`src/design/cns_pkg.sv`:
```
// package: constants for the can node sequencer
package cns_pkg;
  // ****************************************************
  // timing
  // ****************************************************
  localparam int CLK_NS        = 20;
  localparam int SPI_HALF_NS   = 5000;
  localparam int SPI_HALF_CYC  = SPI_HALF_NS / CLK_NS;
  localparam int TICK_BASE_NS  = 1000;
  localparam int TICK_BASE_CYC = TICK_BASE_NS / CLK_NS;
  localparam int TICK_PRESCALE = 256;
  localparam int TICK_COUNTS   = 38;
  localparam logic [7:0] TICK_RELOAD = 8'(TICK_PRESCALE - TICK_COUNTS);
  localparam logic [7:0] TICK_TOP    = 8'hFF;
  localparam int ADC_DIV       = 8;
  localparam int ADC_HALF_BITS = 19;
  localparam int ADC_CONV_CYC  = (ADC_DIV * ADC_HALF_BITS + 1) / 2;
  localparam int CONFIRM_US    = 2000;
  localparam int CONFIRM_CYC   = CONFIRM_US * 1000 / CLK_NS;
  // ****************************************************
  // controller commands, addresses and values
  // ****************************************************
  localparam logic [7:0] SPI_WRITE   = 8'h02;
  localparam logic [7:0] SPI_READ    = 8'h03;
  localparam logic [7:0] SPI_BITMOD  = 8'h05;
  localparam logic [7:0] SPI_RTS0    = 8'h81;
  localparam logic [7:0] A_CANCTRL   = 8'h0F;
  localparam logic [7:0] A_CNF3      = 8'h28;
  localparam logic [7:0] A_CNF2      = 8'h29;
  localparam logic [7:0] A_CNF1      = 8'h2A;
  localparam logic [7:0] A_IRQ_EN    = 8'h2B;
  localparam logic [7:0] A_IRQ_FLAGS = 8'h2C;
  localparam logic [7:0] A_ERR_FLAGS = 8'h2D;
  localparam logic [7:0] A_IN_PINS   = 8'h0D;
  localparam logic [7:0] A_OUT_PINS  = 8'h0C;
  localparam logic [7:0] A_TXB0CTRL  = 8'h30;
  localparam logic [7:0] A_TXB0SIDH  = 8'h31;
  localparam logic [7:0] A_RX2CTRL   = 8'h70;
  localparam logic [7:0] A_RX2D0     = 8'h76;
  localparam logic [7:0] A_RXM0H     = 8'h20;
  localparam logic [7:0] A_RXM0L     = 8'h21;
  localparam logic [7:0] A_RXM1H     = 8'h24;
  localparam logic [7:0] A_RXM1L     = 8'h25;
  localparam logic [7:0] A_RXF [6]   = '{8'h00, 8'h04, 8'h08, 8'h10, 8'h14, 8'h18};
  localparam logic [7:0] MODE_CONFIG = 8'h80;
  localparam logic [7:0] MODE_NORMAL = 8'h00;
  localparam logic [7:0] CNF1_VAL    = 8'h03;  // sjw 1 tq, prescaler divide-by-4
  localparam logic [7:0] CNF2_VAL    = 8'h90;  // prop 1 tq, phase one 3 tq
  localparam logic [7:0] CNF3_VAL    = 8'h02;  // phase two 3 tq
  localparam logic [7:0] IRQ_EN_VAL  = 8'h22;  // error and second buffer only
  localparam logic [7:0] IN_PINS_VAL = 8'h00;  // mode bits cleared
  localparam logic [7:0] OUT_PINS_VAL = 8'h0C; // enables set, selects cleared
  localparam logic [7:0] MASK_H      = 8'hFF;
  localparam logic [7:0] MASK_L      = 8'hE0;
  localparam logic [7:0] OUT1_SEL    = 8'h10;
  localparam logic [7:0] OUT2_SEL    = 8'h20;
  localparam logic [7:0] DLC_ONE     = 8'h01;
  localparam logic [4:0] INIT_LEN    = 5'h18;
  localparam logic [4:0] INIT_FILT0  = 5'h0B;
  // ****************************************************
  // bit positions, filters, identifiers, codes
  // ****************************************************
  localparam int IF_RX2 = 1;
  localparam int IF_ERR = 5;
  localparam logic [7:0] IF_HANDLED = 8'h22;
  localparam int EF_RX2OVR = 7;
  localparam int EF_TXBO   = 5;
  localparam int EF_TXEP   = 4;
  localparam int EF_RXEP   = 3;
  localparam int EF_RXWAR  = 1;
  localparam int EF_EWARN  = 0;
  localparam int TX_REQ    = 3;
  localparam int IN_LSB    = 3;
  localparam logic [2:0] FH_ANALOG = 3'h2;
  localparam logic [2:0] FH_INPUTS = 3'h3;
  localparam logic [2:0] FH_OUT1   = 3'h4;
  localparam logic [2:0] FH_OUT2   = 3'h5;
  localparam logic [10:0] ID_UNUSED   = 11'h000;
  localparam logic [10:0] ID_REQ_BASE = 11'h3F0;
  localparam logic [10:0] ID_REPLY    = 11'h008;
  localparam logic [10:0] ID_PERIODIC = 11'h3FE;
  localparam logic [10:0] ID_ERROR    = 11'h3FF;
  localparam logic [7:0] CODE_RX2OVR = 8'h11;
  localparam logic [7:0] CODE_RXWARN = 8'h02;
  localparam logic [7:0] CODE_WARN   = 8'h01;
  localparam logic [7:0] CODE_RXEP   = 8'h03;
  localparam logic [7:0] CODE_TXEP   = 8'h04;
  localparam logic [7:0] CODE_BUSOFF = 8'h12;
  localparam logic [7:0] INVALID_MESSAGE_CODE = 8'h20;
  localparam int TX_LEN = 8;
endpackage : cns_pkg

```
`src/design/cns_sequencer.sv`:
```
// can node sequencer: controller setup, tick sampling, request and error service
`timescale 1ns/10ps
`default_nettype none
module cns_sequencer #(
  parameter int TICK_BASE_CYCLES = cns_pkg::TICK_BASE_CYC,
  parameter int CONFIRM_CYCLES   = cns_pkg::CONFIRM_CYC,
  parameter int SPI_HALF_CYCLES  = cns_pkg::SPI_HALF_CYC
) (
  input  wire logic       clock_i,
  input  wire logic       nrst_i,
  input  wire logic       irq_input_pin_n_i,
  output logic            spi_cs_n_o,
  output logic            spi_sck_o,
  input  wire logic       shared_serial_data_pin_i,
  output logic            shared_serial_data_pin_o,
  output logic            shared_serial_data_pin_oe_o,
  input  wire logic       conversion_done_flag_i,
  input  wire logic [7:0] conversion_result_i,
  output logic            adc_start_o,
  output logic            adc_channel_o,
  output logic            adc_clk_o,
  output logic            bus_off_flag_o,
  output logic            halted_o,
  output logic            busy_o
);
  import cns_pkg::*;

  typedef enum logic [19:0] {
    ST_INIT = 20'h00001, ST_IDLE = 20'h00002, ST_ADC = 20'h00004, ST_ADC_WAIT = 20'h00008,
    ST_SEND = 20'h00010, ST_RTS = 20'h00020, ST_TICK_END = 20'h00040, ST_DISPATCH = 20'h00080,
    ST_FILT = 20'h00100, ST_PINS = 20'h00200, ST_OUTSET = 20'h00400, ST_ERRCHK = 20'h00800,
    ST_ERR = 20'h01000, ST_BO_SEND = 20'h02000, ST_CONFIRM = 20'h04000, ST_CHECK = 20'h08000,
    ST_INVCHK = 20'h10000, ST_CLEAR = 20'h20000, ST_HALT = 20'h40000, ST_SPI = 20'h80000
  } cns_state_t;
  typedef enum logic [5:0] {
    SP_IDLE = 6'h01, SP_LEAD = 6'h02, SP_LOW = 6'h04, SP_HIGH = 6'h08, SP_TRAIL = 6'h10, SP_GAP = 6'h20
  } cns_spi_t;

  function automatic logic [15:0] init_entry(input logic [4:0] idx);
    logic [2:0]  f;
    logic [10:0] fid;
    f   = 3'((idx - INIT_FILT0) >> 1);
    fid = (f < FH_ANALOG) ? ID_UNUSED : ID_REQ_BASE + 11'(f - FH_ANALOG);
    case (idx)
      5'h00:   init_entry = {A_CANCTRL, MODE_CONFIG};
      5'h01:   init_entry = {A_CNF1, CNF1_VAL};
      5'h02:   init_entry = {A_CNF2, CNF2_VAL};
      5'h03:   init_entry = {A_CNF3, CNF3_VAL};
      5'h04:   init_entry = {A_IRQ_EN, IRQ_EN_VAL};
      5'h05:   init_entry = {A_IN_PINS, IN_PINS_VAL};
      5'h06:   init_entry = {A_OUT_PINS, OUT_PINS_VAL};
      5'h07:   init_entry = {A_RXM0H, MASK_H};
      5'h08:   init_entry = {A_RXM0L, MASK_L};
      5'h09:   init_entry = {A_RXM1H, MASK_H};
      5'h0A:   init_entry = {A_RXM1L, MASK_L};
      5'h17:   init_entry = {A_CANCTRL, MODE_NORMAL};
      default: init_entry = idx[0] ? {A_RXF[f], fid[10:3]} : {A_RXF[f] + DLC_ONE, fid[2:0], 5'h00};
    endcase
  endfunction : init_entry

  // ****************************************************
  // input synchronisers
  // ****************************************************
  logic       irq_meta, irq_sync, irq_prev, sdi_meta, sdi_sync, done_meta, done_sync;
  logic [7:0] res_meta, res_sync;
  always_ff @(posedge clock_i or negedge nrst_i) begin
    if (!nrst_i) begin
      {irq_meta, irq_sync, irq_prev} <= 3'h7;
      {sdi_meta, sdi_sync, done_meta, done_sync} <= 4'h0;
      res_meta <= 8'h00;
      res_sync <= 8'h00;
    end else begin
      {irq_meta, irq_sync, irq_prev} <= {irq_input_pin_n_i, irq_meta, irq_sync};
      {sdi_meta, sdi_sync} <= {shared_serial_data_pin_i, sdi_meta};
      {done_meta, done_sync} <= {conversion_done_flag_i, done_meta};
      res_meta <= conversion_result_i;
      res_sync <= res_meta;
    end
  end
  wire irq_fall = irq_prev & ~irq_sync;

  // ****************************************************
  // tick counter and converter clock
  // ****************************************************
  cns_state_t st, ret, send_ret, init_ret;
  logic [15:0] base_cnt;
  logic [7:0]  prescale, tick_counter;
  logic        tick_pending, ext_pending;
  logic [2:0]  adc_div;
  wire base_end  = base_cnt == 16'(TICK_BASE_CYCLES - 1);
  wire pre_end   = base_end && prescale == TICK_TOP;
  wire tick_wrap = pre_end && tick_counter == TICK_TOP;
  always_ff @(posedge clock_i or negedge nrst_i) begin
    if (!nrst_i) begin
      base_cnt <= 16'h0000;
      prescale <= 8'h00;
      tick_counter <= TICK_RELOAD;
      tick_pending <= 1'b0;
      ext_pending <= 1'b0;
      adc_div <= 3'h0;
      adc_clk_o <= 1'b0;
    end else begin
      base_cnt <= base_end ? 16'h0000 : base_cnt + 16'h0001;
      prescale <= base_end ? prescale + 8'h01 : prescale;
      if (st == ST_TICK_END) tick_counter <= TICK_RELOAD;
      else if (pre_end) tick_counter <= tick_counter + 8'h01;
      if (tick_wrap) tick_pending <= 1'b1;
      else if (st == ST_TICK_END) tick_pending <= 1'b0;
      if (irq_fall) ext_pending <= 1'b1;
      else if (st == ST_CLEAR) ext_pending <= 1'b0;
      adc_div <= adc_div + 3'h1;
      adc_clk_o <= adc_div[2];
    end
  end

  // ****************************************************
  // three-wire spi engine
  // ****************************************************
  cns_spi_t   sp_st;
  logic [7:0] txb [TX_LEN];
  logic [7:0] sp_tmr, spi_rx;
  logic [6:0] bitpos;
  logic [3:0] nwr;
  logic       rd, spi_go, spi_done, sck, cs_n, sdo, sdo_oe;
  wire [3:0] nbytes   = nwr + {3'h0, rd};
  wire       sp_half  = sp_tmr == 8'(SPI_HALF_CYCLES - 1);
  wire [7:0] cur_byte = txb[bitpos[5:3]];
  wire       cur_bit  = cur_byte[~bitpos[2:0]];
  wire       in_read  = bitpos[6:3] >= nwr;
  wire       last_bit = bitpos[6:3] == nbytes - 4'h1 && bitpos[2:0] == 3'h7;
  always_ff @(posedge clock_i or negedge nrst_i) begin
    if (!nrst_i) begin
      sp_st <= SP_IDLE;
      sp_tmr <= 8'h00;
      spi_rx <= 8'h00;
      bitpos <= 7'h00;
      {spi_done, sck, sdo} <= 3'h0;
      {cs_n, sdo_oe} <= 2'h3;
    end else begin
      spi_done <= 1'b0;
      sp_tmr <= sp_half ? 8'h00 : sp_tmr + 8'h01;
      case (sp_st)
        SP_IDLE: begin
          sp_tmr <= 8'h00;
          if (spi_go) begin
            cs_n <= 1'b0;
            bitpos <= 7'h00;
            sp_st <= SP_LEAD;
          end
        end
        SP_LEAD: if (sp_half) sp_st <= SP_LOW;
        SP_LOW: begin
          if (sp_tmr == 8'h00) begin
            sdo <= cur_bit;
            sdo_oe <= ~in_read;
          end
          if (sp_half) begin
            sck <= 1'b1;
            sp_st <= SP_HIGH;
          end
        end
        SP_HIGH: if (sp_half) begin
          sck <= 1'b0;
          spi_rx <= {spi_rx[6:0], sdi_sync};
          if (last_bit) sp_st <= SP_TRAIL;
          else begin
            bitpos <= bitpos + 7'h01;
            sp_st <= SP_LOW;
          end
        end
        SP_TRAIL: if (sp_half) begin
          cs_n <= 1'b1;
          sdo <= 1'b0;
          sdo_oe <= 1'b1;
          sp_st <= SP_GAP;
        end
        SP_GAP: if (sp_half) begin
          spi_done <= 1'b1;
          sp_st <= SP_IDLE;
        end
        default: sp_st <= SP_IDLE;
      endcase
    end
  end

  // ****************************************************
  // service sequencer
  // ****************************************************
  logic [4:0]  init_idx;
  logic [7:0]  intf, tx_data, out_sel;
  logic [10:0] tx_id;
  logic [23:0] wait_cnt;
  logic        adc_ch, adc_start, bus_off;
  wire [15:0] init_word = init_entry(init_idx);
  wire [10:0] reply_id  = ID_REQ_BASE | ID_REPLY | 11'(spi_rx[2:0] - FH_ANALOG);
  always_ff @(posedge clock_i or negedge nrst_i) begin
    if (!nrst_i) begin
      st <= ST_INIT;
      {ret, send_ret, init_ret} <= {ST_IDLE, ST_IDLE, ST_IDLE};
      init_idx <= 5'h00;
      for (int i = 0; i < TX_LEN; i++) txb[i] <= 8'h00;
      {intf, tx_data, out_sel} <= 24'h000000;
      tx_id <= ID_UNUSED;
      wait_cnt <= 24'h000000;
      nwr <= 4'h0;
      {rd, spi_go, adc_ch, adc_start, bus_off} <= 5'h00;
    end else begin
      spi_go <= 1'b0;
      adc_start <= 1'b0;
      wait_cnt <= wait_cnt + 24'h000001;
      case (st)
        ST_INIT: if (init_idx == INIT_LEN) st <= init_ret;
        else begin
          {txb[0], txb[1], txb[2]} <= {SPI_WRITE, init_word};
          {nwr, rd, spi_go, ret, st} <= {4'h3, 1'b0, 1'b1, ST_INIT, ST_SPI};
          init_idx <= init_idx + 5'h01;
        end
        ST_IDLE: if (tick_pending) begin
          {adc_ch, tx_id, send_ret, st} <= {1'b0, ID_PERIODIC, ST_TICK_END, ST_ADC};
        end else if (ext_pending) begin
          {txb[0], txb[1]} <= {SPI_READ, A_IRQ_FLAGS};
          {nwr, rd, spi_go, ret, st} <= {4'h2, 1'b1, 1'b1, ST_DISPATCH, ST_SPI};
        end
        ST_ADC: {adc_start, wait_cnt, st} <= {1'b1, 24'h000000, ST_ADC_WAIT};
        // a fresh start may not yet show the busy flag after synchronising
        ST_ADC_WAIT: if (wait_cnt >= 24'(ADC_CONV_CYC) && !done_sync) begin
          tx_data <= res_sync;
          st <= ST_SEND;
        end
        ST_SEND: begin
          {txb[0], txb[1], txb[2], txb[3]} <= {SPI_WRITE, A_TXB0SIDH, tx_id[10:3], tx_id[2:0], 5'h00};
          {txb[4], txb[5], txb[6], txb[7]} <= {8'h00, 8'h00, DLC_ONE, tx_data};
          {nwr, rd, spi_go, ret, st} <= {4'h8, 1'b0, 1'b1, ST_RTS, ST_SPI};
        end
        ST_RTS: begin
          txb[0] <= SPI_RTS0;
          {nwr, rd, spi_go, ret, st} <= {4'h1, 1'b0, 1'b1, send_ret, ST_SPI};
        end
        ST_TICK_END: st <= ST_IDLE;
        ST_DISPATCH: begin
          intf <= spi_rx;
          {txb[0], txb[1]} <= {SPI_READ, A_RX2CTRL};
          if (spi_rx[IF_RX2]) {nwr, rd, spi_go, ret, st} <= {4'h2, 1'b1, 1'b1, ST_FILT, ST_SPI};
          else st <= ST_ERRCHK;
        end
        ST_FILT: begin
          {tx_id, send_ret} <= {reply_id, ST_ERRCHK};
          if (spi_rx[2:0] == FH_ANALOG) {adc_ch, st} <= {1'b1, ST_ADC};
          else if (spi_rx[2:0] == FH_INPUTS) begin
            {txb[0], txb[1]} <= {SPI_READ, A_IN_PINS};
            {nwr, rd, spi_go, ret, st} <= {4'h2, 1'b1, 1'b1, ST_PINS, ST_SPI};
          end else if (spi_rx[2:0] == FH_OUT1 || spi_rx[2:0] == FH_OUT2) begin
            out_sel <= (spi_rx[2:0] == FH_OUT2) ? OUT2_SEL : OUT1_SEL;
            {txb[0], txb[1]} <= {SPI_READ, A_RX2D0};
            {nwr, rd, spi_go, ret, st} <= {4'h2, 1'b1, 1'b1, ST_OUTSET, ST_SPI};
          end else {tx_id, tx_data, st} <= {ID_ERROR, INVALID_MESSAGE_CODE, ST_SEND};
        end
        ST_PINS: {tx_data, st} <= {5'h00, spi_rx[IN_LSB +: 3], ST_SEND};
        ST_OUTSET: begin
          {txb[0], txb[1], txb[2]} <= {SPI_BITMOD, A_OUT_PINS, out_sel};
          txb[3] <= (spi_rx != 8'h00) ? out_sel : 8'h00;
          {nwr, rd, spi_go, ret, st} <= {4'h4, 1'b0, 1'b1, ST_ERRCHK, ST_SPI};
        end
        ST_ERRCHK: if (intf[IF_ERR]) begin
          {txb[0], txb[1]} <= {SPI_READ, A_ERR_FLAGS};
          {nwr, rd, spi_go, ret, st} <= {4'h2, 1'b1, 1'b1, ST_ERR, ST_SPI};
        end else st <= ST_INVCHK;
        ST_ERR: begin
          {tx_id, send_ret, st} <= {ID_ERROR, ST_INVCHK, ST_SEND};
          if (spi_rx[EF_RX2OVR]) tx_data <= CODE_RX2OVR;
          else if (spi_rx[EF_EWARN]) tx_data <= spi_rx[EF_RXWAR] ? CODE_RXWARN : CODE_WARN;
          else if (spi_rx[EF_RXEP]) tx_data <= CODE_RXEP;
          else if (spi_rx[EF_TXEP]) tx_data <= CODE_TXEP;
          else if (spi_rx[EF_TXBO] && !bus_off) {init_idx, init_ret, st} <= {5'h00, ST_BO_SEND, ST_INIT};
          else if (spi_rx[EF_TXBO]) st <= ST_HALT;
          else st <= ST_INVCHK;
        end
        ST_BO_SEND: {tx_id, tx_data, send_ret, st} <= {ID_ERROR, CODE_BUSOFF, ST_CONFIRM, ST_SEND};
        ST_CONFIRM: if (ret != ST_CHECK) {wait_cnt, ret} <= {24'h000000, ST_CHECK};
        else if (wait_cnt == 24'(CONFIRM_CYCLES - 1)) begin
          {txb[0], txb[1]} <= {SPI_READ, A_TXB0CTRL};
          {nwr, rd, spi_go, st} <= {4'h2, 1'b1, 1'b1, ST_SPI};
        end
        ST_CHECK: if (!spi_rx[TX_REQ]) {bus_off, st} <= {1'b1, ST_INVCHK};
        else st <= ST_HALT;
        ST_INVCHK: if ((intf & ~IF_HANDLED) != 8'h00) begin
          {tx_id, tx_data, send_ret, st} <= {ID_ERROR, INVALID_MESSAGE_CODE, ST_CLEAR, ST_SEND};
        end else st <= ST_CLEAR;
        ST_CLEAR: begin
          {txb[0], txb[1], txb[2], txb[3]} <= {SPI_BITMOD, A_IRQ_FLAGS, intf, 8'h00};
          {nwr, rd, spi_go, ret, st} <= {4'h4, 1'b0, 1'b1, ST_IDLE, ST_SPI};
        end
        ST_HALT: st <= ST_HALT;
        ST_SPI: if (spi_done) st <= ret;
        default: st <= ST_HALT;
      endcase
    end
  end

  assign spi_cs_n_o                  = cs_n;
  assign spi_sck_o                   = sck;
  assign shared_serial_data_pin_o    = sdo;
  assign shared_serial_data_pin_oe_o = sdo_oe;
  assign adc_start_o                 = adc_start;
  assign adc_channel_o               = adc_ch;
  assign bus_off_flag_o              = bus_off;
  assign halted_o                    = st == ST_HALT;
  assign busy_o                      = st != ST_IDLE;
endmodule : cns_sequencer
`default_nettype wire

```
`config.mk`:
```
export PLATFORM = sky130hd
export DESIGN_NAME = cns_sequencer
export DESIGN_NICKNAME = d
export VERILOG_FILES = /design/src/design/cns_pkg.sv /design/src/design/cns_sequencer.sv
export SDC_FILE = /design/constraint.sdc
export NUM_CORES = 1
export LEC_CHECK = 0
export ABC_AREA = 1
export BUFFER_PORTS_ARGS = -buffer_cell sky130_fd_sc_hd__buf_2
export CORE_MARGIN = 5
export CORE_UTILIZATION = 28
export CTS_BUF_LIST = sky130_fd_sc_hd__clkbuf_16
export DETAILED_ROUTE_END_ITERATION = 10
export REMOVE_ABC_BUFFERS = 1
export SLEW_MARGIN = 20
export SYNTH_ARGS = -nofsm -noshare
export SYNTH_HDL_FRONTEND = slang
export SYNTH_SLANG_ARGS = --single-unit
```
`constraint.sdc`:
```
create_clock -name clock_i -period 2.5 [get_ports clock_i]
set_clock_uncertainty 0.2 [all_clocks]
set_input_delay 0.375 -clock clock_i [delete_from_list [all_inputs] [get_ports clock_i]]
set_output_delay 0.375 -clock clock_i [all_outputs]
set_load 0.03 [all_outputs]
```
== Yosys cells after proc, flatten, opt, wreduce, memory -nomap -nowiden ==
Memory sizes are Yosys's and may differ from the RTL's.
Index checks and enable logic that the tools add are counted.

* Output and inout port bits: 10
* Memories: 1
* ROM bits: 64
* Register bits after elaboration: 271

* Add/sub/neg operators: 15
* Magnitude comparators: 6
* Equal/unequal tests: 83
* Mux-type cells: 154
* Bitwise logic cells: 12
* Reduce and logical (&&, ||, !) cells: 55

{| class="wikitable"
|+ Memory list
! name !! words !! bits a word !! read ports !! clocked after memory_dff !! write ports !! line !! source
|-
| (no name shown) || 8 || 8 || 1 || 0 || 0 || cns_sequencer.sv:57 || <nowiki>default: init_entry = idx[0] ? {A_RXF[f], fid[10:3]} : {A_RXF[f] + DLC_ONE, fid[2:0], 5'h00};</nowiki>
|}

{| class="wikitable"
|+ Operators with widths
! operator !! count
|-
| 2-to-1 mux 20 bit || 23
|-
| case mux 20 bit (15 select lines) || 1
|-
| case mux 20 bit (10 select lines) || 1
|-
| case mux 16 bit (12 select lines) || 1
|-
| 2-to-1 mux 16 bit || 10
|-
| 2-to-1 mux 8 bit || 18
|-
| case mux 8 bit (9 select lines) || 2
|-
| 2-to-1 mux 19 bit || 7
|-
| case mux 20 bit (5 select lines) || 1
|-
| 2-to-1 mux 11 bit || 6
|-
| != test 2 bit (second input constant) || 29
|-
| 2-to-1 mux 24 bit || 2
|-
| case mux 24 bit (2 select lines) || 1
|-
| case mux 8 bit (6 select lines) || 1
|-
| case mux 11 bit (4 select lines) || 1
|-
| 2-to-1 mux 6 bit || 7
|-
| 2-to-1 mux 4 bit || 10
|-
| case mux 4 bit (9 select lines) || 1
|-
| case mux 6 bit (6 select lines) || 1
|-
| 2-to-1 mux 1 bit || 35
|-
| 2-to-1 mux 5 bit || 7
|-
| adder 8 x 1 -> 8 bit (second input constant) || 4
|-
| case mux 8 bit (4 select lines) || 1
|-
| AND reduction 9 bit || 3
|-
| 93 further kinds || 152
|}

== Longest topological paths before layout ==
Gate-level depths: netlist (run 1).

* Depth in word-level cells: 10
* Depth in mapped cells: 15
* Gate-level depth less buffers: 15

== Least setup slack after synthesis (run 1) ==
No wires, ideal clock.

* Path type: register to output
* Start point: reg st[8]
* End point: out halted_o
* Setup slack: -0.096 ns
* Data arrival time: 2.021 ns
* Cell stages (with the launch flop): 7
* Buffers on the path: 1
* Path through: dfrtp_1 -> nor2_2 -> nand2_4 -> nor2_8 -> buf_4 -> nand2_1 -> nor4_1

* Longest elaborated chain between the ends: 1

{| class="wikitable"
|+ Ends and longest elaborated chain
! what !! line !! source
|-
| start: declaration || cns_sequencer.sv:85 || <nowiki>cns_state_t st, ret, send_ret, init_ret;</nowiki>
|-
| start signal: assignment || cns_sequencer.sv:212 || <nowiki>ST_INIT: if (init_idx == INIT_LEN) st <= init_ret;</nowiki>
|-
| start signal: assignment || cns_sequencer.sv:215 || <nowiki>{nwr, rd, spi_go, ret, st} <= {4'h3, 1'b0, 1'b1, ST_INIT, ST_SPI};</nowiki>
|-
| start signal: assignment || cns_sequencer.sv:219 || <nowiki>{adc_ch, tx_id, send_ret, st} <= {1'b0, ID_PERIODIC, ST_TICK_END, ST_ADC};</nowiki>
|-
| == test 20 x 19 -> 1 bit || cns_sequencer.sv:307 || <nowiki>assign halted_o = st == ST_HALT;</nowiki>
|-
| end: declaration || cns_sequencer.sv:23 || <nowiki>output logic halted_o,</nowiki>
|}

No other way between the ends.

== Worst setup path in the final report (run 1) ==
* Start point: reg st[8]
* End point: out busy_o

* Longest elaborated chain between the ends: 1

{| class="wikitable"
|+ Ends and longest elaborated chain
! what !! line !! source
|-
| != test 20 x 2 -> 1 bit || cns_sequencer.sv:308 || <nowiki>assign busy_o = st != ST_IDLE;</nowiki>
|-
| end: declaration || cns_sequencer.sv:24 || <nowiki>output logic busy_o</nowiki>
|}

No other way between the ends.

==> flow_metrics.tcl, run 1 <==
set metrics [dict create \
    core.rowCount 77 \
    p_int_mw 6.159 \
    drv_slew 0 \
    setup_tns_ns 0 \
    routed_wl_mm 36.09 \
    synth_edf_count 0 \
    power_density_nw_per_um2 519.2 \
    detail-route-antenna-nets 0 \
    final_cells 2361 \
    die_h_um 222.3 \
    p_total_mw 7.861 \
    drc 0 \
    power.leakage_nw 7.818 \
    setup.worst_path.end_class "output pin" \
    startpoint_type "flip-flop" \
    p_sw_mw 1.702 \
    drive_above_1_share 0.1402 \
    r2r_setup_slack_ns 0.08 \
    clkSinkCount 230 \
    synth_area_per_cell_um2 7.702 \
    ys_seq_area_frac 0.4577 \
    place_ws_ns 0.003930 \
    hpwl_mm 27.17 \
    dp.cells 2279 \
    worst_slew_pin_slew_ns 0.5902 \
    grt_pass1_wl_mm 58.03 \
    htreeDepth 1 \
    slew_headroom 0.6046 \
    path_class "reg2out" \
    num-nets-final 1785 \
    critPathRequiredTime_ns 1.92 \
    share_comb_of_total_power 0.016 \
    cts_tree "built" \
    clk_latency_ns 0.54 \
    cts.clk_slew.worst_paths_ns 0.06 \
    core_area_um2 44410 \
    fin_crit_sh 0.9753 \
    fp.dieW_um 222.3 \
    syn_inst 1638 \
    ys.flop_type "dfrtp_1" \
    grt_use_met2 0.2244 \
    grtUsageMet3 0.02164 \
    clock_path_buffers 3 \
    dr_total_vias 11190 \
    syn-cell-area_um2 12620 \
    grt_usage 0.1418 \
    synth_cell_types 56 \
    setup_violations 0 \
    ir_worst_vdd_uv 541.2 \
    area_growth_syn_to_layout_pct 20.00 \
    fin_ws_ns 0.06181 \
    grt.overflow.total 0 \
    initial_core_util 0.2841 \
    pin_count 23 \
    ys_warn_count 0 \
    antenna_found_initial 0 \
    power_frac_clock 0.507 \
    ys_seq_elements 230 \
    gp_congestion 0.9410 \
    drv_cap 0 \
    hold_violations 0 \
    rsz0062_at_grt "true" \
    path_max_fanout 7 \
    mostFrequentLayoutCell "nand2_1" \
    synth_area_leaders "dfrtp_1 43%, nand2_1 12%, nor2_1 6.5%" \
    max_freq_ghz 0.4101 \
    async_reset_ff_frac 1.000 \
    wl_per_cell_um 15.29 \
    n_antenna_cell 0 \
    clock_tree.root_cell "clkbuf_16" \
    numCtsBuffers 27 \
    layout_min_cycle_time_ns 2.438 \
    yosysTopAreaCellShare 0.4265 \
    grt.busiest_layer "met2" \
    placed_cell_area_um2 13780 \
    worstHoldPathType "reg2reg" \
    switching_share 0.2165 \
    grt_max_degree 64 \
    grt.met1_usage 0.1987 \
    drt_iter0_markers 944 \
    synth_top_area_cell "dfrtp_1" \
    pwr-share-seq 0.477 \
    first_global_vias 10778 \
    final_cell_mix "407 x nand2_1, 218 x inv_1, 213 x dfrtp_1" \
    viasPerCell 4.740 \
    cp.arrival_ns 1.86 \
    finalInstanceArea_um2 15140 \
    fp.dieArea_um2 49400 \
    drtPass1Iterations 5 \
    port_buffers 22 \
    status "complete, no violations" \
]
through the flow:
stage                 util  hold slack (ns)
finish              0.3409           0.1475
global route        0.3409           0.1528
CTS                 0.3376           0.1504
detailed placement  0.3102           0.1347
global placement    0.3102           0.1328
floorplan                -          -0.1206
layer usage:
| metal | vias up | part of all wire |
|---|---|---|
| li1 | 5498 | - |
| met1 | 5317 | 0.47 |
| met2 | 291 | 0.45 |
| met3 | 84 | 0.050 |
| met4 | 0 | 0.035 |
| met5 | - | 0 |
flip-flops by register name, summed over array words and instances (netlist names), 7 cells and up:
register      cells
spi_rx            8
tx_data           8
bitpos            7
base_cnt         16
tick_counter      8
st               20
ret              14
txb              32
res_sync          8
sp_tmr            8
wait_cnt         24
prescale          8
intf              8
res_meta          8
path summary, 6_finish.rpt:
| check | from | endpoint | depth (start not counted) |
|---|---|---|---|
| worst min-delay path | sdi_meta | sdi_sync | 0 |
| worst max-delay path | st[8] | busy_o | 6 |
| worst max register to register | st[0] | txb[51] | 12 |
| max in group asynchronous | nrst_i | send_ret[1] | 3 |
| min in group asynchronous | nrst_i | res_sync[4] | 2 |
| worst min register to register | sdi_meta | sdi_sync | 0 |
power by group through the flow:
stage          clock network, mW  logic (mW)  registers, mW
6_report                    3.98       0.129           3.75
3_5_place_dp                   0       0.121           3.82
4_1_cts                     4.09       0.136           3.75
3_3_place_gp                   0       0.120           3.82
2_1_floorplan                  0     0.00618           3.82
5_1_grt                     4.26       0.151           3.75
cell usage after synthesis (5+ instances only):
cell type / n
nor3_1: 35
inv_2: 12
nor3b_1: 8
o21ai_1: 6
dfrtp_1: 215
o22ai_1: 7
nor2_8: 5
o21ai_0: 87
nand3_1: 129
nor4_1: 5
nand3_4: 5
xnor2_1: 11
ha_1: 23
nand2_2: 5
inv_1: 215
buf_2: 17
xor2_1: 23
nand2_4: 6
nand3_2: 7
nor2_1: 218
nand2_1: 411
nand4_1: 40
nor2_2: 17
a21oi_1: 47
dfstp_2: 15
layout make-up:
type / instances / area [µm²]
inverter: 228 / 858.3
clock buffer: 27 / 675.6
tap: 592 / 740.7
clock inverter: 22 / 215.2
timing repair buffer: 108 / 885.9
sequential: 230 / 5777
fill: 4619 / 29270
multi-input combinational: 1154 / 5987
timing repair:
action	CTS	global route
hold buffers	12	0
buffers inserted	16	4
endpoints found under the hold margin	65	0
endpoints found under the setup margin	3	61
pin swaps	9	2
gates resized for setup	17	27
cloned	0	1
kinds of logic after synthesis:
logic type,share of synthesized area
flops,0.4577
buf+inv,0.08023
simple gates,0.3344
xor+xnor,0.02360
fa+ha+maj,0.02281
compound gates,0.08043
mux,0.0007934
critical path: stages, from the launching register on:
cell     delay [ns]
dfrtp_1        0.41
nor2_4         0.17
nand2_4        0.10
buf_12         0.14
nor2_8         0.19
nand3_4        0.15
buf_6          0.17
Power figures use the tool's default switching activity.
==> inputs of run 2 (changes only) <==
--- a/config.mk
+++ b/config.mk
@@ -7,6 +7,7 @@
 export LEC_CHECK = 0
 export ABC_AREA = 1
 export BUFFER_PORTS_ARGS = -buffer_cell sky130_fd_sc_hd__buf_2
+export CORE_ASPECT_RATIO = 0.7
 export CORE_MARGIN = 5
 export CORE_UTILIZATION = 28
 export CTS_BUF_LIST = sky130_fd_sc_hd__clkbuf_16
==> flow_metrics.tcl, run 2 (synthesized netlist as in run 1, its figures left out) <==
set metrics [dict create \
    r2r_setup_slack_ns 0.04 \
    whs_ns 0.1462 \
    setup.worst_path.end_class "flip-flop" \
    wl_per_cell_um 15.68 \
    top_register "txb" \
    drive_above_1_share 0.1548 \
    largest_registers "txb x32, wait_cnt x24, st x20" \
    num-nets-final 1801 \
    core_area_um2 44810 \
    clock_path_buffers 3 \
    cp_slowest_stage_delay_ns 0.41 \
    cp_common_cell "a21oi_1" \
    path_max_fanout 10 \
    routed_wl_mm 37.40 \
    dr_total_vias 11441 \
    drc 0 \
    clk_latency_ns 0.55 \
    gp_congestion 0.9717 \
    largest_reg_flops 32 \
    worstReg2RegStart "st[15]" \
    cp.arrival_ns 2.67 \
    ir_worst_vdd_uv 463.9 \
    fin_ws_ns 0.03970 \
    grt.overflow.total 0 \
    path_class "reg2reg" \
    startpoint_type "flip-flop" \
    min_to "res_sync[7]" \
    first_global_vias 10895 \
    drt_iter0_markers 1110 \
    power.leakage_nw 7.928 \
    max_freq_ghz 0.4065 \
    hold_depth 0 \
    fillers 4671 \
    initial_core_util 0.2815 \
    cts_tree "built" \
    worstHoldPathType "reg2reg" \
    numCtsBuffers 25 \
    status "complete, no violations" \
    slew_headroom 0.5581 \
    place_ws_ns 0.01258 \
    grt_max_degree 83 \
    detail-route-antenna-nets 0 \
    fin_crit_sh 0.9841 \
    antenna_found_initial 1 \
    htreeDepth 1 \
    clock_tree.root_cell "clkbuf_16" \
    die_h_um 187.6 \
    fp.dieArea_um2 49470 \
    reg2reg_to "st[17]" \
    setup_violations 0 \
    fp.dieW_um 263.7 \
    core.rowCount 65 \
    hold_violations 0 \
    min_from "res_meta[7]" \
    grt_pass1_wl_mm 60.17 \
    final_cell_mix "404 x nand2_1, 221 x inv_1, 213 x dfrtp_1" \
    power_density_nw_per_um2 499.2 \
    path_cells "nor2_4, nand2_4, nor2_8, buf_4, buf_8, nand4_1, a21oi_1, buf_4, a21oi_1, nand3_2, a21oi_1" \
    p_total_mw 7.641 \
    critPathRequiredTime_ns 2.70 \
    drv_slew 0 \
    area_growth_syn_to_layout_pct 21.31 \
    hpwl_mm 28.58 \
    r2r_cells 11 \
    clkSinkCount 230 \
    layout_min_cycle_time_ns 2.460 \
    viasPerCell 4.795 \
    drv_cap 0 \
    mostFrequentLayoutCell "nand2_1" \
    port_buffers 22 \
    drtPass1Iterations 5 \
    cts.clk_slew.worst_paths_ns 0.06 \
    rsz0062_at_grt "true" \
    worst_slew_pin_slew_ns 0.6628 \
    crit_slowest_cell "dfrtp_1" \
    grt_usage 0.1485 \
    n_antenna_cell 0 \
    pin_count 23 \
]
## run 2: through the flow
step / setup TNS, ns / instances / util / area, µm²
5_1_grt: -0.08769 / 2386 / 0.3415 / 15300
3_3_place_gp: 0 / 2296 / 0.3090 / 13850
6_report: 0 / 2386 / 0.3415 / 15300
2_1_floorplan: -0.01181 / 1611 / - / 12460
4_1_cts: -0.02087 / 2374 / 0.3356 / 15040
3_5_place_dp: 0 / 2296 / 0.3090 / 13850
## run 2: power breakdown
| group | switching, mW | internal [mW] |
|---|---|---|
| logic | 0.0878 | 0.0381 |
| clock network | 1.55 | 2.22 |
| registers | 0.00488 | 3.74 |
## run 2: worst max path at each step
stage,from,endpoint,slack [ns]
2_1_floorplan,st[8],halted_o,-0.01
3_3_place_gp,st[8],halted_o,0.06
3_5_place_dp,st[5],tx_id[0],0.01
4_1_cts,st[2],halted_o,-0.02
5_1_grt,st[3],txb[51],-0.02
6_report,st[15],st[17],0.04
## run 2: cell type report
class / instances / area (µm²) / area share
multi-input cells: 1153 / 6058 / 0.3958
clock inverters: 20 / 187.7 / 0.01226
clock buffers: 25 / 625.6 / 0.04088
repair buffers: 127 / 1041 / 0.06802
inverters: 228 / 860.8 / 0.05625
well taps: 603 / 754.5 / 0.04930
flip-flops and latches: 230 / 5777 / 0.3775
## run 2: worst max-delay path: cells and delay by family (launching register included)
kind | cells | cell delay [ns]
and+or+nand+nor | 5 | 0.85
AOI/OAI and AO/OA | 3 | 0.38
DFF | 1 | 0.41
buffers and inverters | 3 | 0.48
## run 2: routing by layer
metal / vias to the layer above / global-route usage / wire, µm
li1: 5525 / - / -
met1: 5443 / 0.2338 / 18640
met2: 407 / 0.2065 / 14790
met3: 64 / 0.03371 / 3223
met4: 2 / 0.02999 / 735
met5: - / 0 / 14
## run 2: timing repair
action,in CTS,in global routing
pin swaps,15,15
cloned,0,0
endpoints found under the hold margin,81,0
hold buffers,12,0
endpoints found under the setup margin,2,79
buffers inserted,22,12
gates resized for setup,18,49
==> inputs of run 3 (changes only) <==
--- a/config.mk
+++ b/config.mk
@@ -7,11 +7,14 @@
 export LEC_CHECK = 0
 export ABC_AREA = 1
 export BUFFER_PORTS_ARGS = -buffer_cell sky130_fd_sc_hd__buf_2
+export CELL_PAD_IN_SITES_DETAIL_PLACEMENT = 1
+export CELL_PAD_IN_SITES_GLOBAL_PLACEMENT = 1
 export CORE_ASPECT_RATIO = 0.7
 export CORE_MARGIN = 5
 export CORE_UTILIZATION = 28
 export CTS_BUF_LIST = sky130_fd_sc_hd__clkbuf_16
 export DETAILED_ROUTE_END_ITERATION = 10
+export PLACE_DENSITY_LB_ADDON = 0.1
 export REMOVE_ABC_BUFFERS = 1
 export SLEW_MARGIN = 20
 export SYNTH_ARGS = -nofsm -noshare
==> flow_metrics.tcl, run 3 (synthesized netlist as in run 1, its figures left out) <==
set metrics [dict create \
    drc 0 \
    ir_worst_vdd_uv 466.7 \
    die_h_um 187.6 \
    path_max_fanout 3 \
    pin_count 23 \
    cts_tree "built" \
    routed_wl_mm 44.64 \
    setup_violations 0 \
    place_ws_ns -0.03218 \
    slew_headroom 0.5287 \
    placed_cell_area_um2 14200 \
    first_global_vias 11986 \
    drive_above_1_share 0.1833 \
    largest_reg_flops 32 \
    port_buffers 22 \
    grt_pass1_wl_mm 70.51 \
    fin_crit_sh 0.9965 \
    drv_cap 0 \
    critPathRequiredTime_ns 1.92 \
    dp.cells 2343 \
    largest_registers "txb x32, wait_cnt x24, st x20" \
    fp.dieArea_um2 49470 \
    fp.dieW_um 263.7 \
    cp.arrival_ns 1.92 \
    core_area_um2 44810 \
    worstHoldPathType "reg2reg" \
    n_antenna_cell 0 \
    grt_usage 0.1776 \
    final_cell_mix "402 x nand2_1, 218 x inv_1, 213 x dfrtp_1" \
    p_total_mw 7.931 \
    viasPerCell 4.669 \
    drtPass1Iterations 5 \
    clock_path_buffers 3 \
    grt_max_degree 78 \
    rsz0062_at_grt "true" \
    path_class "reg2out" \
    numCtsBuffers 27 \
    drv_slew 0 \
    layout_min_cycle_time_ns 2.491 \
    status "complete, no violations" \
    antenna_found_initial 0 \
    clkSinkCount 230 \
    grt.overflow.total 0 \
    gp_congestion 0.8531 \
    hold_violations 0 \
    setup.worst_path.end_class "output pin" \
    fin_ws_ns 0.008795 \
    clock_tree.root_cell "clkbuf_16" \
    startpoint_type "flip-flop" \
    clk_latency_ns 0.58 \
    power.leakage_nw 8.208 \
    mostFrequentLayoutCell "nand2_1" \
    finalInstanceArea_um2 15860 \
    final_core_util 0.3538 \
    initial_core_util 0.2815 \
    power_density_nw_per_um2 500.2 \
    drt_iter0_markers 697 \
    top_register "txb" \
    hpwl_mm 34.67 \
    core.rowCount 65 \
    whs_ns 0.1471 \
    cts.clk_slew.worst_paths_ns 0.06 \
    worst_slew_pin_slew_ns 0.7069 \
    htreeDepth 1 \
    num-nets-final 1859 \
    wl_per_cell_um 18.24 \
    dr_total_vias 11424 \
    detail-route-antenna-nets 0 \
    final_cells 2447 \
    max_freq_ghz 0.4014 \
    setup_tns_ns 0 \
    area_growth_syn_to_layout_pct 25.69 \
]
run 3: cell types whose count changed in the layout (fill, tap and decap cells not counted), sizes merged:
cell	change
buf	+55
nand3	+1
clkbuf	+2
clkinv	+2
clkinvlp	+1
run 3: path summary, 6_finish.rpt:
path                             startpoint               to  slack (ns)  depth (start not counted)
worst max-delay path                  st[7]         halted_o       0.009                          7
min in group asynchronous            nrst_i     wait_cnt[11]        0.22                          2
worst min-delay path            res_meta[7]      res_sync[7]        0.15                          0
max in group asynchronous            nrst_i  tick_counter[4]        1.16                          3
worst min register to register  res_meta[7]      res_sync[7]        0.15                          0
worst max register to register        st[0]           st[19]        0.07                         11
run 3: metal layers:
metal  track usage  share of wire  wire length, µm  up-vias
met3       0.02807          0.038             1717       37
met2        0.2500           0.40            17700      163
met4       0.02619          0.014              627        0
li1              -              -                -     5639
met1        0.2890           0.55            24600     5585
met5             0              0                0        -
run 3: what timing repair did:
action | in CTS | in global routing
buffers inserted | 23 | 18
setup endpoints to repair | 4 | 73
cloned | 0 | 1
hold buffers | 12 | 0
resized for setup | 23 | 54
pin swaps | 15 | 20
endpoints found under the hold margin | 68 | 0
run 3: final cells by class:
cell class,instances,area [µm²]
flip-flops and latches,230,5777
inverters,228,862.1
clock buffers,27,675.6
fillers,5410,28960
clock inverters,23,221.5
well taps,603,754.5
multi-input cells,1154,6085
repair buffers,182,1481
run 3: critical path, stage by stage, from the launching register on:
cell and delay, ns:
dfrtp_2 0.44, nor2_4 0.15, nand2_4 0.10, nor2_8 0.11, nand2_2 0.07, nor4_4 0.19
buf_4 0.17, buf_6 0.12
run 3: report_power, final:
part	internal [mW]	switching [mW]	total, mW
sequential	3.74	0.00486	3.75
clock	2.38	1.67	4.05
combinational	0.0429	0.0894	0.132
total	6.17	1.76	7.93
